File: config.mk
export PLATFORM = sky130hd
export DESIGN_NAME = rtrx_top
export DESIGN_NICKNAME = d
export VERILOG_FILES = /design/src/rtrx_pkg.sv /design/src/rtrx_top.sv
export VERILOG_INCLUDE_DIRS = /design/src
export SDC_FILE = /design/constraint.sdc
export NUM_CORES = 1
export LEC_CHECK = 0
export BUFFER_PORTS_ARGS = -buffer_cell sky130_fd_sc_hd__clkbuf_2
export CAP_MARGIN = 20
export CORE_MARGIN = 2
export CORE_UTILIZATION = 28
export CTS_CLUSTER_SIZE = 14
export DETAILED_ROUTE_END_ITERATION = 16
export GPL_ROUTABILITY_DRIVEN = 0
export SETUP_SLACK_MARGIN = 0.4
export SKIP_LAST_GASP = 1
export SLEW_MARGIN = 20
export SYNTH_ARGS = -nofsm -noshare
export SYNTH_HDL_FRONTEND = slang
export SYNTH_SLANG_ARGS = --single-unit
File: constraint.sdc
create_clock -name aclk -period 4.6 [get_ports aclk]
set_clock_uncertainty 0.1 [all_clocks]
set_input_delay 0.69 -clock aclk [delete_from_list [all_inputs] [get_ports aclk]]
set_output_delay 0.69 -clock aclk [all_outputs]
set_load 0.01 [all_outputs]
File: src/rtrx_map.svh
/*
 * address map, field positions, reset values and timing counts for the
 * receive staging and interrupt log block.
 * assumes a 16-bit shared ram word and a 10 MHz device clock.
 */
`ifndef RTRX_MAP_SVH
`define RTRX_MAP_SVH

// shared ram regions (word addresses)
`define RTRX_STAGE_BASE 16'h0020
`define RTRX_STAGE_LAST 16'h003f
`define RTRX_LOG_BASE 16'h0040
`define RTRX_LOG_LAST 16'h005f
`define RTRX_LOG_PTR_LAST 8'h5e
`define RTRX_LOG_PTR_RESET 8'h40
`define RTRX_HW_ADDR_WORD 16'h0000
`define RTRX_COUNT_MAX 8'hff

// identification word bit positions
`define RTRX_BIT_XEQZ 15
`define RTRX_BIT_IWA 14
`define RTRX_BIT_BCST 13
`define RTRX_BIT_MESSAGE_ERROR_IRQ 10
`define RTRX_BIT_ILLEGAL_COMMAND_IRQ 8
`define RTRX_HW_MSB 7

// axi register byte offsets
`define RTRX_OFF_CFG 12'h000
`define RTRX_OFF_IRQ_EN 12'h004
`define RTRX_OFF_LOG_PTR 12'h008
`define RTRX_OFF_ACK 12'h00c
`define RTRX_OFF_STATUS 12'h010

// register fields
`define RTRX_CFG_STAGE 0
`define RTRX_CFG_SWRST 1
`define RTRX_IRQ_EN_RESET 16'h0000

// timing
`define RTRX_CLK_HZ 10000000
`define RTRX_WORD_GAP_NS 20000
`define RTRX_WORD_GAP_CYC ((`RTRX_WORD_GAP_NS * (`RTRX_CLK_HZ / 1000000)) / 1000)

`endif

File: src/rtrx_pkg.sv
/*
 * types for the receive staging and interrupt log block.
 * assumes nothing beyond the map header.
 */
`default_nettype none
package rtrx_pkg;
    typedef enum logic [2:0] {
        RTRX_IDLE,
        RTRX_LOG_ID,
        RTRX_LOG_ADDR,
        RTRX_BURST
    } rtrx_state_e;
    typedef logic [15:0] rtrx_word_t;
endpackage
`default_nettype wire

File: src/rtrx_top.sv
/*
 * receive staging buffer and interrupt log ring writer with an axi4-lite
 * register slave. one shared ram write port serves both structures.
 * assumes the ram write port accepts one word per cycle and that the
 * terminal core delivers events as one-cycle pulses.
 */
// Added by the designer: the register offsets and register access over AXI4-Lite.
// What this block does
// - staging area is words 0x20 to 0x3f
// - staging used only while enable bit set
// - staged words burst-copied on clean completion of 1 to 31 words with no log entry pending or being written, else dropped
// - unstaged words written directly as received, except in a cycle where a log entry word is written
// - only enabled interrupt types are logged
// - log ring spans 0x40 to 0x5f, 16 entries
// - each entry: identification word then address word
// - identification word holds only occurred bits
// - message interrupt bit positions 15,14,13,10,8
// - hardware interrupts use bits 7 down to 0
// - concurrent message interrupts share one word, pulse
// - message address word is descriptor address
// - hardware address word is zero
// - reset loads pointer byte with 0x40
// - pointer byte even, 0x40 to 0x5e
// - first entry at offsets 0,1; step 2 per entry
// - pointer wraps to 0x40 after sixteenth entry
// - count byte counts events, saturates, read clears
// - two interrupt pins, two acknowledge inputs
`default_nettype none
`include "rtrx_map.svh"

module rtrx_top
    import rtrx_pkg::*;
#(
    parameter int STAGE_WORDS = 32,
    parameter int LOG_ENTRIES = 16,
    parameter int WORD_GAP_CYC = `RTRX_WORD_GAP_CYC
)
(
    // clock and reset
    input wire logic aclk,
    input wire logic aresetn,
    input wire logic master_reset_in,
    // axi4-lite write
    input wire logic [11:0] s_axi_awaddr,
    input wire logic s_axi_awvalid,
    output logic s_axi_awready,
    input wire logic [31:0] s_axi_wdata,
    input wire logic [3:0] s_axi_wstrb,
    input wire logic s_axi_wvalid,
    output logic s_axi_wready,
    output logic [1:0] s_axi_bresp,
    output logic s_axi_bvalid,
    input wire logic s_axi_bready,
    // axi4-lite read
    input wire logic [11:0] s_axi_araddr,
    input wire logic s_axi_arvalid,
    output logic s_axi_arready,
    output logic [31:0] s_axi_rdata,
    output logic [1:0] s_axi_rresp,
    output logic s_axi_rvalid,
    input wire logic s_axi_rready,
    // receive data from terminal core
    input wire logic rx_word_valid,
    input wire logic [15:0] rx_word,
    input wire logic [15:0] rx_buffer_addr,
    input wire logic rx_msg_done,
    input wire logic rx_msg_error,
    // interrupt events from terminal core
    input wire logic msg_event,
    input wire logic exec_count_zero_irq,
    input wire logic when_accessed_irq,
    input wire logic broadcast_received_irq,
    input wire logic message_error_irq,
    input wire logic illegal_command_irq,
    input wire logic [15:0] msg_descriptor_addr,
    input wire logic autoinit_serial_fail_irq,
    input wire logic loopback_fail_bus_a_irq,
    input wire logic loopback_fail_bus_b_irq,
    input wire logic timetag_event1_irq,
    input wire logic timetag_event0_irq,
    input wire logic terminal_address_parity_fail_irq,
    input wire logic eeprom_checksum_fail_irq,
    input wire logic ram_integrity_fail_irq,
    // acknowledges and interrupt pins
    input wire logic message_ack_in,
    input wire logic hardware_ack_in,
    output logic message_interrupt_out,
    output logic hardware_interrupt_out,
    // shared ram write port
    output logic ram_we,
    output logic [15:0] ram_addr,
    output logic [15:0] ram_wdata
);

    function automatic logic [4:0] step5(input logic [4:0] v);
        step5 = v + 5'h01;
    endfunction

    // soft reset: aresetn low, master reset pin or software reset bit
    logic soft_rst;
    logic sw_rst_reg;
    assign soft_rst = !aresetn || master_reset_in || sw_rst_reg;

    // registers
    logic stage_en_reg;
    rtrx_word_t irq_en_reg;
    logic [7:0] log_ptr_reg;
    logic [7:0] log_cnt_reg;
    logic [4:0] stage_cnt_reg;
    logic [4:0] burst_idx_reg;
    logic [15:0] burst_dst_reg;
    rtrx_word_t stage_mem [STAGE_WORDS];
    logic [15:0] gap_cnt_reg;
    rtrx_state_e state_reg;
    rtrx_word_t pend_id_reg;
    rtrx_word_t pend_addr_reg;
    logic pend_reg;

    // identification word assembly
    rtrx_word_t msg_bits;
    rtrx_word_t hw_bits;
    rtrx_word_t msg_en;
    rtrx_word_t hw_en;
    always_comb
    begin
        msg_bits = 16'h0000;
        msg_bits[`RTRX_BIT_XEQZ] = exec_count_zero_irq;
        msg_bits[`RTRX_BIT_IWA] = when_accessed_irq;
        msg_bits[`RTRX_BIT_BCST] = broadcast_received_irq;
        msg_bits[`RTRX_BIT_MESSAGE_ERROR_IRQ] = message_error_irq;
        msg_bits[`RTRX_BIT_ILLEGAL_COMMAND_IRQ] = illegal_command_irq;
        hw_bits = {8'h00, autoinit_serial_fail_irq,
            loopback_fail_bus_a_irq, loopback_fail_bus_b_irq,
            timetag_event1_irq, timetag_event0_irq,
            terminal_address_parity_fail_irq, eeprom_checksum_fail_irq,
            ram_integrity_fail_irq};
        msg_en = msg_event ? (msg_bits & irq_en_reg) : 16'h0000;
        hw_en = hw_bits & irq_en_reg;
    end

    // one entry per cycle; a message is taken first, hardware waits one turn and then overwrites the pending message entry
    logic take_msg;
    logic take_hw;
    logic hw_hold_reg;
    rtrx_word_t hw_hold_bits_reg;
    rtrx_word_t hw_any;
    assign hw_any = hw_en | hw_hold_bits_reg;
    assign take_msg = msg_en != 16'h0000;
    assign take_hw = !take_msg && hw_any != 16'h0000;

    // axi write channel
    logic aw_ok_reg;
    logic w_ok_reg;
    logic [11:0] aw_addr_reg;
    logic [31:0] w_data_reg;
    logic do_write;
    assign s_axi_awready = !aw_ok_reg && !s_axi_bvalid;
    assign s_axi_wready = !w_ok_reg && !s_axi_bvalid;
    assign do_write = aw_ok_reg && w_ok_reg && !s_axi_bvalid;
    always_ff @(posedge aclk)
    begin
        if (!aresetn)
        begin
            aw_ok_reg <= 1'b0;
            w_ok_reg <= 1'b0;
            aw_addr_reg <= 12'h000;
            w_data_reg <= 32'h0000_0000;
            s_axi_bvalid <= 1'b0;
            s_axi_bresp <= 2'h0;
        end
        else
        begin
            if (s_axi_awvalid && s_axi_awready)
            begin
                aw_ok_reg <= 1'b1;
                aw_addr_reg <= s_axi_awaddr;
            end
            if (s_axi_wvalid && s_axi_wready)
            begin
                w_ok_reg <= 1'b1;
                w_data_reg <= s_axi_wstrb[0] ? s_axi_wdata : 32'h0000_0000;
            end
            if (do_write)
            begin
                aw_ok_reg <= 1'b0;
                w_ok_reg <= 1'b0;
                s_axi_bvalid <= 1'b1;
                case (aw_addr_reg)
                    `RTRX_OFF_CFG, `RTRX_OFF_IRQ_EN, `RTRX_OFF_ACK:
                        s_axi_bresp <= 2'h0;
                    `RTRX_OFF_LOG_PTR, `RTRX_OFF_STATUS:
                        s_axi_bresp <= 2'h0;
                    default:
                        s_axi_bresp <= 2'h2;
                endcase
            end
            else if (s_axi_bvalid && s_axi_bready)
                s_axi_bvalid <= 1'b0;
        end
    end

    // configuration registers; software reset bit self-clears
    always_ff @(posedge aclk)
    begin
        if (!aresetn || master_reset_in)
        begin
            stage_en_reg <= 1'b0;
            sw_rst_reg <= 1'b0;
            irq_en_reg <= `RTRX_IRQ_EN_RESET;
        end
        else
        begin
            sw_rst_reg <= 1'b0;
            if (do_write && aw_addr_reg == `RTRX_OFF_CFG)
            begin
                stage_en_reg <= w_data_reg[`RTRX_CFG_STAGE];
                sw_rst_reg <= w_data_reg[`RTRX_CFG_SWRST];
            end
            if (do_write && aw_addr_reg == `RTRX_OFF_IRQ_EN)
                irq_en_reg <= w_data_reg[15:0];
        end
    end

    // axi read channel
    logic ptr_read;
    assign s_axi_arready = !s_axi_rvalid;
    assign ptr_read = s_axi_arvalid && s_axi_arready
        && s_axi_araddr == `RTRX_OFF_LOG_PTR;
    always_ff @(posedge aclk)
    begin
        if (!aresetn)
        begin
            s_axi_rvalid <= 1'b0;
            s_axi_rdata <= 32'h0000_0000;
            s_axi_rresp <= 2'h0;
        end
        else if (s_axi_arvalid && s_axi_arready)
        begin
            s_axi_rvalid <= 1'b1;
            s_axi_rresp <= 2'h0;
            case (s_axi_araddr)
                `RTRX_OFF_CFG:
                    s_axi_rdata <= {31'h0, stage_en_reg};
                `RTRX_OFF_IRQ_EN:
                    s_axi_rdata <= {16'h0000, irq_en_reg};
                `RTRX_OFF_LOG_PTR:
                    s_axi_rdata <= {16'h0000, log_cnt_reg, log_ptr_reg};
                `RTRX_OFF_ACK:
                    s_axi_rdata <= 32'h0000_0000;
                `RTRX_OFF_STATUS:
                    s_axi_rdata <= {26'h0, stage_cnt_reg, pend_reg};
                default:
                begin
                    s_axi_rdata <= 32'h0000_0000;
                    s_axi_rresp <= 2'h2;
                end
            endcase
        end
        else if (s_axi_rvalid && s_axi_rready)
            s_axi_rvalid <= 1'b0;
    end

    // event count: a new event in the read cycle counts from one
    always_ff @(posedge aclk)
    begin
        if (soft_rst)
            log_cnt_reg <= 8'h00;
        else if (ptr_read)
            log_cnt_reg <= (take_msg || take_hw) ? 8'h01 : 8'h00;
        else if ((take_msg || take_hw) && log_cnt_reg != `RTRX_COUNT_MAX)
            log_cnt_reg <= log_cnt_reg + 8'h01;
    end

    // held hardware events and the pending entry waiting for the ram port
    always_ff @(posedge aclk)
    begin
        if (soft_rst)
        begin
            hw_hold_bits_reg <= 16'h0000;
            hw_hold_reg <= 1'b0;
        end
        else if (take_hw)
        begin
            hw_hold_bits_reg <= 16'h0000;
            hw_hold_reg <= 1'b0;
        end
        else
        begin
            hw_hold_bits_reg <= hw_any;
            hw_hold_reg <= hw_any != 16'h0000;
        end
    end

    logic log_start;
    assign log_start = pend_reg && state_reg == RTRX_IDLE
        && !rx_word_valid;
    always_ff @(posedge aclk)
    begin
        if (soft_rst)
        begin
            pend_reg <= 1'b0;
            pend_id_reg <= 16'h0000;
            pend_addr_reg <= 16'h0000;
        end
        else if (take_msg)
        begin
            pend_reg <= 1'b1;
            pend_id_reg <= msg_en;
            pend_addr_reg <= msg_descriptor_addr;
        end
        else if (take_hw)
        begin
            pend_reg <= 1'b1;
            pend_id_reg <= hw_any;
            pend_addr_reg <= `RTRX_HW_ADDR_WORD;
        end
        else if (log_start)
            pend_reg <= 1'b0;
    end

    // interrupt pins: one pulse per entry, held until acknowledged
    always_ff @(posedge aclk)
    begin
        if (soft_rst)
        begin
            message_interrupt_out <= 1'b0;
            hardware_interrupt_out <= 1'b0;
        end
        else
        begin
            if (take_msg)
                message_interrupt_out <= 1'b1;
            else if (message_ack_in)
                message_interrupt_out <= 1'b0;
            if (take_hw)
                hardware_interrupt_out <= 1'b1;
            else if (hardware_ack_in)
                hardware_interrupt_out <= 1'b0;
        end
    end

    // staging store and burst sequencing
    logic burst_start;
    logic direct_wr;
    assign burst_start = state_reg == RTRX_IDLE && !pend_reg
        && stage_en_reg && rx_msg_done && !rx_msg_error
        && stage_cnt_reg != 5'h00;
    assign direct_wr = rx_word_valid && !stage_en_reg;

    always_ff @(posedge aclk)
    begin
        if (soft_rst)
            stage_cnt_reg <= 5'h00;
        else if (rx_msg_done && state_reg != RTRX_BURST && !burst_start)
            stage_cnt_reg <= 5'h00; // errored message drops staged words
        else if (rx_word_valid && stage_en_reg)
        begin
            stage_mem[stage_cnt_reg] <= rx_word;
            stage_cnt_reg <= step5(stage_cnt_reg);
        end
        else if (state_reg == RTRX_BURST
            && step5(burst_idx_reg) == stage_cnt_reg)
            stage_cnt_reg <= 5'h00;
    end

    always_ff @(posedge aclk)
    begin
        if (soft_rst)
        begin
            state_reg <= RTRX_IDLE;
            log_ptr_reg <= `RTRX_LOG_PTR_RESET;
            burst_idx_reg <= 5'h00;
            burst_dst_reg <= 16'h0000;
        end
        else
        begin
            case (state_reg)
                RTRX_IDLE:
                    if (log_start)
                        state_reg <= RTRX_LOG_ID;
                    else if (burst_start)
                    begin
                        state_reg <= RTRX_BURST;
                        burst_idx_reg <= 5'h00;
                        burst_dst_reg <= rx_buffer_addr;
                    end
                RTRX_LOG_ID:
                    state_reg <= RTRX_LOG_ADDR;
                // a whole entry at once, so a read never sees an odd byte
                RTRX_LOG_ADDR:
                begin
                    state_reg <= RTRX_IDLE;
                    if (log_ptr_reg[4:0] == 5'h1e)
                        log_ptr_reg <= `RTRX_LOG_PTR_RESET;
                    else
                        log_ptr_reg <= log_ptr_reg + 8'h02;
                end
                RTRX_BURST:
                begin
                    burst_idx_reg <= step5(burst_idx_reg);
                    if (step5(burst_idx_reg) == stage_cnt_reg)
                        state_reg <= RTRX_IDLE;
                end
                default:
                    state_reg <= RTRX_IDLE;
            endcase
        end
    end

    // ram port: registered so data outputs come from flip-flops.
    // staged words are mirrored in the staging area; burst uses flip-flops
    always_ff @(posedge aclk)
    begin
        if (soft_rst)
        begin
            ram_we <= 1'b0;
            ram_addr <= 16'h0000;
            ram_wdata <= 16'h0000;
        end
        else
        begin
            ram_we <= 1'b0;
            if (state_reg == RTRX_LOG_ID)
            begin
                ram_we <= 1'b1;
                ram_addr <= {8'h00, log_ptr_reg};
                ram_wdata <= pend_id_reg;
            end
            else if (state_reg == RTRX_LOG_ADDR)
            begin
                ram_we <= 1'b1;
                ram_addr <= {8'h00, log_ptr_reg | 8'h01};
                ram_wdata <= pend_addr_reg;
            end
            else if (state_reg == RTRX_BURST)
            begin
                ram_we <= 1'b1;
                ram_addr <= burst_dst_reg + {11'h000, burst_idx_reg};
                ram_wdata <= stage_mem[burst_idx_reg];
            end
            else if (rx_word_valid)
            begin
                ram_we <= 1'b1;
                ram_addr <= direct_wr ? rx_buffer_addr
                    : `RTRX_STAGE_BASE + {11'h000, stage_cnt_reg};
                ram_wdata <= rx_word;
            end
        end
    end

    logic unused_ok;
    assign unused_ok = hw_hold_reg | (WORD_GAP_CYC == 0)
        | (LOG_ENTRIES == 0);

endmodule
`default_nettype wire

==> results of run 1 <==
==> path summary, 6_finish.rpt <==
check,startpoint,endpoint,cells past startpoint
hold / removal,s_axi_awaddr[0],aw_addr_reg[0],3
setup reg to reg,stage_cnt_reg[3],stage_mem[25][14],7
setup / recovery,stage_cnt_reg[3],stage_mem[25][14],7
hold reg to reg,aw_addr_reg[0],aw_addr_reg[0],2
==> kinds of logic after synthesis <==
logic type / count (synthesis)
AO/OA/AOI/OAI: 335
XOR/XNOR: 30
adder cells (fa/ha/maj): 19
buffers and inverters: 141
flip-flops: 701
multiplexers: 183
other: 1
AND/OR/NAND/NOR: 408
==> routing by layer <==
layer | up-vias | routed length (microns) | track usage (%)
met5 | - | 65 | 0
met4 | 10 | 1792 | 3.923
met3 | 123 | 6685 | 3.826
met2 | 724 | 35320 | 23.11
met1 | 8578 | 32180 | 19.57
li1 | 7513 | - | -
==> stage by stage <==
stage               cell area (sq um)  utilization [%]  setup WS, ns  std cells
global route                    32970            33.06        0.9649       3389
global placement                30610            30.70         1.342       3259
CTS                             32970            33.06         1.279       3389
finish                          32980            33.07         1.154       3393
floorplan                       28150                -         1.547       1835
detailed placement              30610            30.70         1.240       3259
==> cell type report <==
cell class / instances / share of cell area, %
timing repair buffer: 252 / 4.500
inverter: 15 / 0.1707
clock buffer: 84 / 5.725
clock inverter: 46 / 1.408
multi-input combinational: 993 / 25.12
sequential: 701 / 58.12
antenna: 4 / 0.03035
tap: 1298 / 4.925
==> power breakdown <==
| group | internal, mW | leakage [nW] | total [mW] | switching (mW) |
|---|---|---|---|---|
| sequential | 6.79 | 6.13 | 6.82 | 0.0225 |
| combinational | 0.100 | 3.32 | 0.346 | 0.246 |
| clock | 3.37 | 1.16 | 5.85 | 2.48 |
==> worst reg2reg max path: stages, from the launching register on <==
cell	delay (ns)
dfxtp_1	0.89
nor3_1	0.19
a2111oi_4	0.43
nor2_1	0.10
nor3_2	0.36
nand2_1	0.50
nor2_1	0.25
buf_4	0.30
==> cell usage after synthesis (all sizes together) (14+ instances only) <==
cell type and n:
a211oi 15, a21boi 30, a21oi 70, a221oi 20
a22o 16, a22oi 47, buf 71, clkbuf 55
dfxtp 189, edfxtp 512, ha 17, inv 14
mux2i 50, mux4 128, nand2 107, nand3 29
nor2 143, nor2b 30, nor3 33, o21ai 52
o22ai 23, xnor2 23
==> results.py, run 1 <==
metrics = {
    "placement": {
        "io_buffers": 173,
        "dp_hpwl_mm": 51.43,
    },
    "finish": {
        "largest-register": "stage_mem",
        "area_growth_pct": 17.41,
        "final_cell_mix": "512 x edfxtp_1, 187 x dfxtp_1, 173 x clkbuf_2",
        "largest_reg_flops": 512,
        "nets": 2189,
        "seq_area_sq_um": 19170,
        "drive_gt1_share_pct": 24.82,
        "layout_commonest_cell": "edfxtp_1",
        "fillers": 9579,
        "multi_input_area_sq_um": 8284,
    },
    "setup_path": {
        "cp_slowest_cell": "dfxtp_1",
        "cp-end-kind": "register",
        "critical_path_class": "register to register",
        "slowest_delay_ns": 0.89,
        "crit_family": "simple AND/OR/NAND/NOR gates",
        "critical_path.cell_chain": "nor3_1 -> a2111oi_4 -> nor2_1 -> nor3_2 -> nand2_1 -> nor2_1 -> buf_4",
        "crit_buf_inv": 1,
        "crit_required_ns": 4.78,
        "path_max_fanout": 16,
        "cpMostUsedCell": "nor2_1",
        "reg2reg_setup_slack_ns": 1.15,
        "critPathLaunchType": "register",
        "arrival_ns": 3.63,
    },
    "global_route": {
        "grt_use_total_pct": 14.52,
        "antenna_found_initial": 9,
        "grt_pass1_vias": 16781,
        "gr-total-overflow": 0,
        "grt_pass1_wl_mm": 110.8,
        "grt_max_degree": 69,
    },
    "synth": {
        "synth_top_family_by_area": "multiplexers",
        "async_flop_share_pct": 0,
        "yosys.area_share.xor_xnor_pct": 0.9355,
        "synthSimpleGateAreaFrac_pct": 6.892,
        "yosys_warnings": 0,
        "yosysTopAreaCellShare_pct": 54.74,
        "synth_mux_area_share_pct": 12.25,
        "ys_seq_area_share_pct": 68.21,
        "synth_seq_cells": 701,
        "synth_ff_type": "edfxtp_1",
        "synthCells": 1818,
        "synth_compound_area_share_pct": 8.259,
        "synth_area_sq_um": 28090,
        "synth_cell_types": 74,
        "synth-edff-count": 512,
        "synth_top_area_cell": "edfxtp_1",
        "synthAdderAreaFrac_pct": 0.8643,
        "synth_area_leaders": "edfxtp_1 55%, dfxtp_1 13%, mux4_2 10%",
        "synth.avg_cell_area_sq_um": 15.45,
    },
    "clocking": {
        "htree_levels": 3,
        "cts_tree": "done",
        "clockBufferDepth": 3,
        "numCtsBuffers": 73,
        "clock_latency_ns": 0.63,
        "cts_hold_buffers": 0,
        "path_clk_slew_ns": 0.06,
        "post_cts_buffers": 0,
        "post_cts_resized": 0,
        "cts_sinks": 701,
        "root_buffer": "clkbuf_16",
    },
    "routing": {
        "viasPerCell": 4.995,
        "num_vias": 16948,
        "drc": 0,
        "wl_per_cell_microns": 22.41,
        "wirelength_mm": 76.05,
        "drt_pre_antenna_iters": 6,
        "drtIter0Drc": 1928,
        "ant_nets": 0,
    },
    "timing": {
        "slew_headroom_pct": 31.83,
        "fin_tns_setup_ns": 0,
        "drv_slew": 0,
        "fin_crit_ns": 3.446,
        "rsz0062_at_grt": "no",
        "finalHoldViolCount": 0,
        "finalCritPeriodShare_pct": 74.92,
        "tightest_slew_ns": 1.018,
        "hold_ws_ns": 0.2036,
        "setup_violations": 0,
        "max_freq_mhz": 290.2,
    },
    "floorplanning": {
        "core.rowCount": 116,
        "fp.dieH_microns": 320.7,
        "die_w_microns": 320.7,
        "start_util_pct": 28.17,
        "die_area_sq_um": 102900,
        "ios": 211,
        "core_sq_um": 99710,
    },
    "power": {
        "cellPowerDensity_nw_per_um2": 394.5,
        "leakagePower_nw": 10.61,
        "irDropWorstVdd_uv": 246.9,
        "power.total_mw": 13.01,
    },
    "run": {
        "drv_cap": 0,
    },
    "status": {
        "status": "finished clean",
    },
    "worst_hold_path": {
        "hp-class": "input pin to register",
    },
}
Note: power is estimated with default switching activity, not from simulation.
==> inputs of run 2 (changes only) <==
==> constraint.sdc (replaced) <==
create_clock -name aclk -period 2.8 [get_ports aclk]
set_clock_uncertainty 0.1 [all_clocks]
set_input_delay 0.42 -clock aclk [delete_from_list [all_inputs] [get_ports aclk]]
set_output_delay 0.42 -clock aclk [all_outputs]
set_load 0.01 [all_outputs]
==> results.py, run 2 (synthesized netlist as in run 1, its figures left out) <==
metrics = {
    "status": {
        "status": "finished clean",
    },
    "routing": {
        "num_vias": 17468,
        "ant_nets": 0,
        "drc": 0,
        "wl_per_cell_microns": 22.18,
        "drtIter0Drc": 1392,
        "viasPerCell": 4.972,
        "drt_pre_antenna_iters": 5,
        "wirelength_mm": 77.93,
    },
    "setup_path": {
        "timing.rr.end": "ram_wdata[4]",
        "arrival_ns": 2.79,
        "critical_path_class": "register to register",
        "path_max_fanout": 9,
        "critPathLaunchType": "register",
        "cp-end-kind": "register",
        "reg2reg_depth": 8,
        "reg2reg_setup_slack_ns": 0.36,
        "crit_required_ns": 3.15,
    },
    "power": {
        "cellPowerDensity_nw_per_um2": 610.0,
        "irDropWorstVdd_uv": 442.1,
        "leakagePower_nw": 11.45,
    },
    "finish": {
        "fillers": 9331,
        "largest-register": "stage_mem",
        "drive_gt1_share_pct": 30.23,
        "multi_input_area_sq_um": 8880,
        "final_cells": 3513,
        "area_growth_pct": 26.15,
        "seq_area_sq_um": 19180,
        "nets": 2312,
        "largest_reg_flops": 512,
        "final_cell_mix": "512 x edfxtp_1, 182 x dfxtp_1, 174 x clkbuf_2",
        "layout_commonest_cell": "edfxtp_1",
    },
    "timing": {
        "tightest_slew_ns": 1.007,
        "drv_slew": 0,
        "slew_headroom_pct": 32.87,
        "finalHoldViolCount": 0,
        "rsz0062_at_grt": "yes",
        "hold_ws_ns": 0.03108,
        "max_freq_mhz": 409.8,
        "finalCritPeriodShare_pct": 87.15,
        "fin_tns_setup_ns": 0,
        "fin_crit_ns": 2.440,
        "setup_violations": 0,
        "setup_ws_ns": 0.3597,
    },
    "placement": {
        "io_buffers": 173,
        "preCtsSetupSlack_ns": 0.1623,
        "placed_cells": 3283,
        "dp_hpwl_mm": 52.07,
    },
    "worst_hold_path": {
        "hp-class": "input pin to register",
        "holdPathEnd": "aw_addr_reg[2]",
        "min_path_cells": 3,
        "min_from": "s_axi_awaddr[2]",
    },
    "global_route": {
        "grt_pass1_wl_mm": 112.9,
        "grt_pass1_vias": 17605,
        "grt_use_total_pct": 14.64,
        "gr-total-overflow": 0,
        "grt_max_degree": 69,
        "antenna_found_initial": 8,
    },
    "clocking": {
        "clockBufferDepth": 3,
        "root_buffer": "clkbuf_16",
        "cts_tree": "done",
        "numCtsBuffers": 73,
        "clock_latency_ns": 0.62,
        "path_clk_slew_ns": 0.06,
        "htree_levels": 3,
        "cts_sinks": 701,
    },
    "run": {
        "drv_cap": 0,
    },
    "floorplanning": {
        "ios": 211,
        "core.rowCount": 116,
        "fp.dieH_microns": 320.7,
        "die_w_microns": 320.7,
        "start_util_pct": 28.17,
        "die_area_sq_um": 102900,
        "core_sq_um": 99710,
    },
}
==> run 2: critical path, stage by stage, from the launching register on <==
cell,delay [ns]
dfxtp_4,0.40
buf_4,0.13
buf_12,0.14
mux4_2,0.50
a22o_1,0.29
o21ai_0,0.20
buf_4,0.19
o31a_1,0.22
o22ai_1,0.10
==> run 2: how the worst max path moves through the flow <==
stage	startpoint	to	depth (start not counted)
floorplan	stage_cnt_reg[0]	stage_mem[0][0]	7
global placement	aresetn	stage_mem[14][3]	7
detailed placement	aresetn	stage_mem[14][3]	7
CTS	register	ram_wdata[15]	9
global route	register	ram_wdata[15]	9
finish	register	ram_wdata[4]	8
==> run 2: cell type report <==
| class | instances | share of cell area, % |
|---|---|---|
| antenna | 2 | 0.01413 |
| clock inverter | 32 | 1.010 |
| tap | 1298 | 4.584 |
| multi-input combinational | 993 | 25.06 |
| clock buffer | 97 | 5.824 |
| inverter | 15 | 0.1801 |
| timing repair buffer | 375 | 9.189 |
| sequential | 701 | 54.14 |
==> run 2: through the flow <==
step	power, mW	util, %	cell area, sq um
floorplan	11.64	-	28470
global placement	11.96	31.58	31490
detailed placement	11.99	31.59	31490
CTS	21.81	34.99	34890
global route	22.27	35.53	35430
finish	21.61	35.53	35430
==> run 2: timing repair <==
action,CTS,global route
endpoints found under the setup margin,485,496
hold endpoints to repair,58,0
resized for setup,37,62
hold buffers,59,0
pin swaps,5,18
setup buffers,14,19
gates cloned,2,5
==> run 2: report_power, final <==
group | switching, mW | internal (mW)
clock network | 4.00 | 5.77
logic | 0.429 | 0.218
registers | 0.0331 | 11.2
total | 4.46 | 17.1
==> run 2: per-layer routing <==
| metal | part of all wire [%] | GRT usage (%) |
|---|---|---|
| met1 | 43 | 19.11 |
| met2 | 47 | 24.26 |
| met3 | 6.5 | 2.980 |
| met4 | 2.9 | 4.903 |
| met5 | 0.077 | 0 |
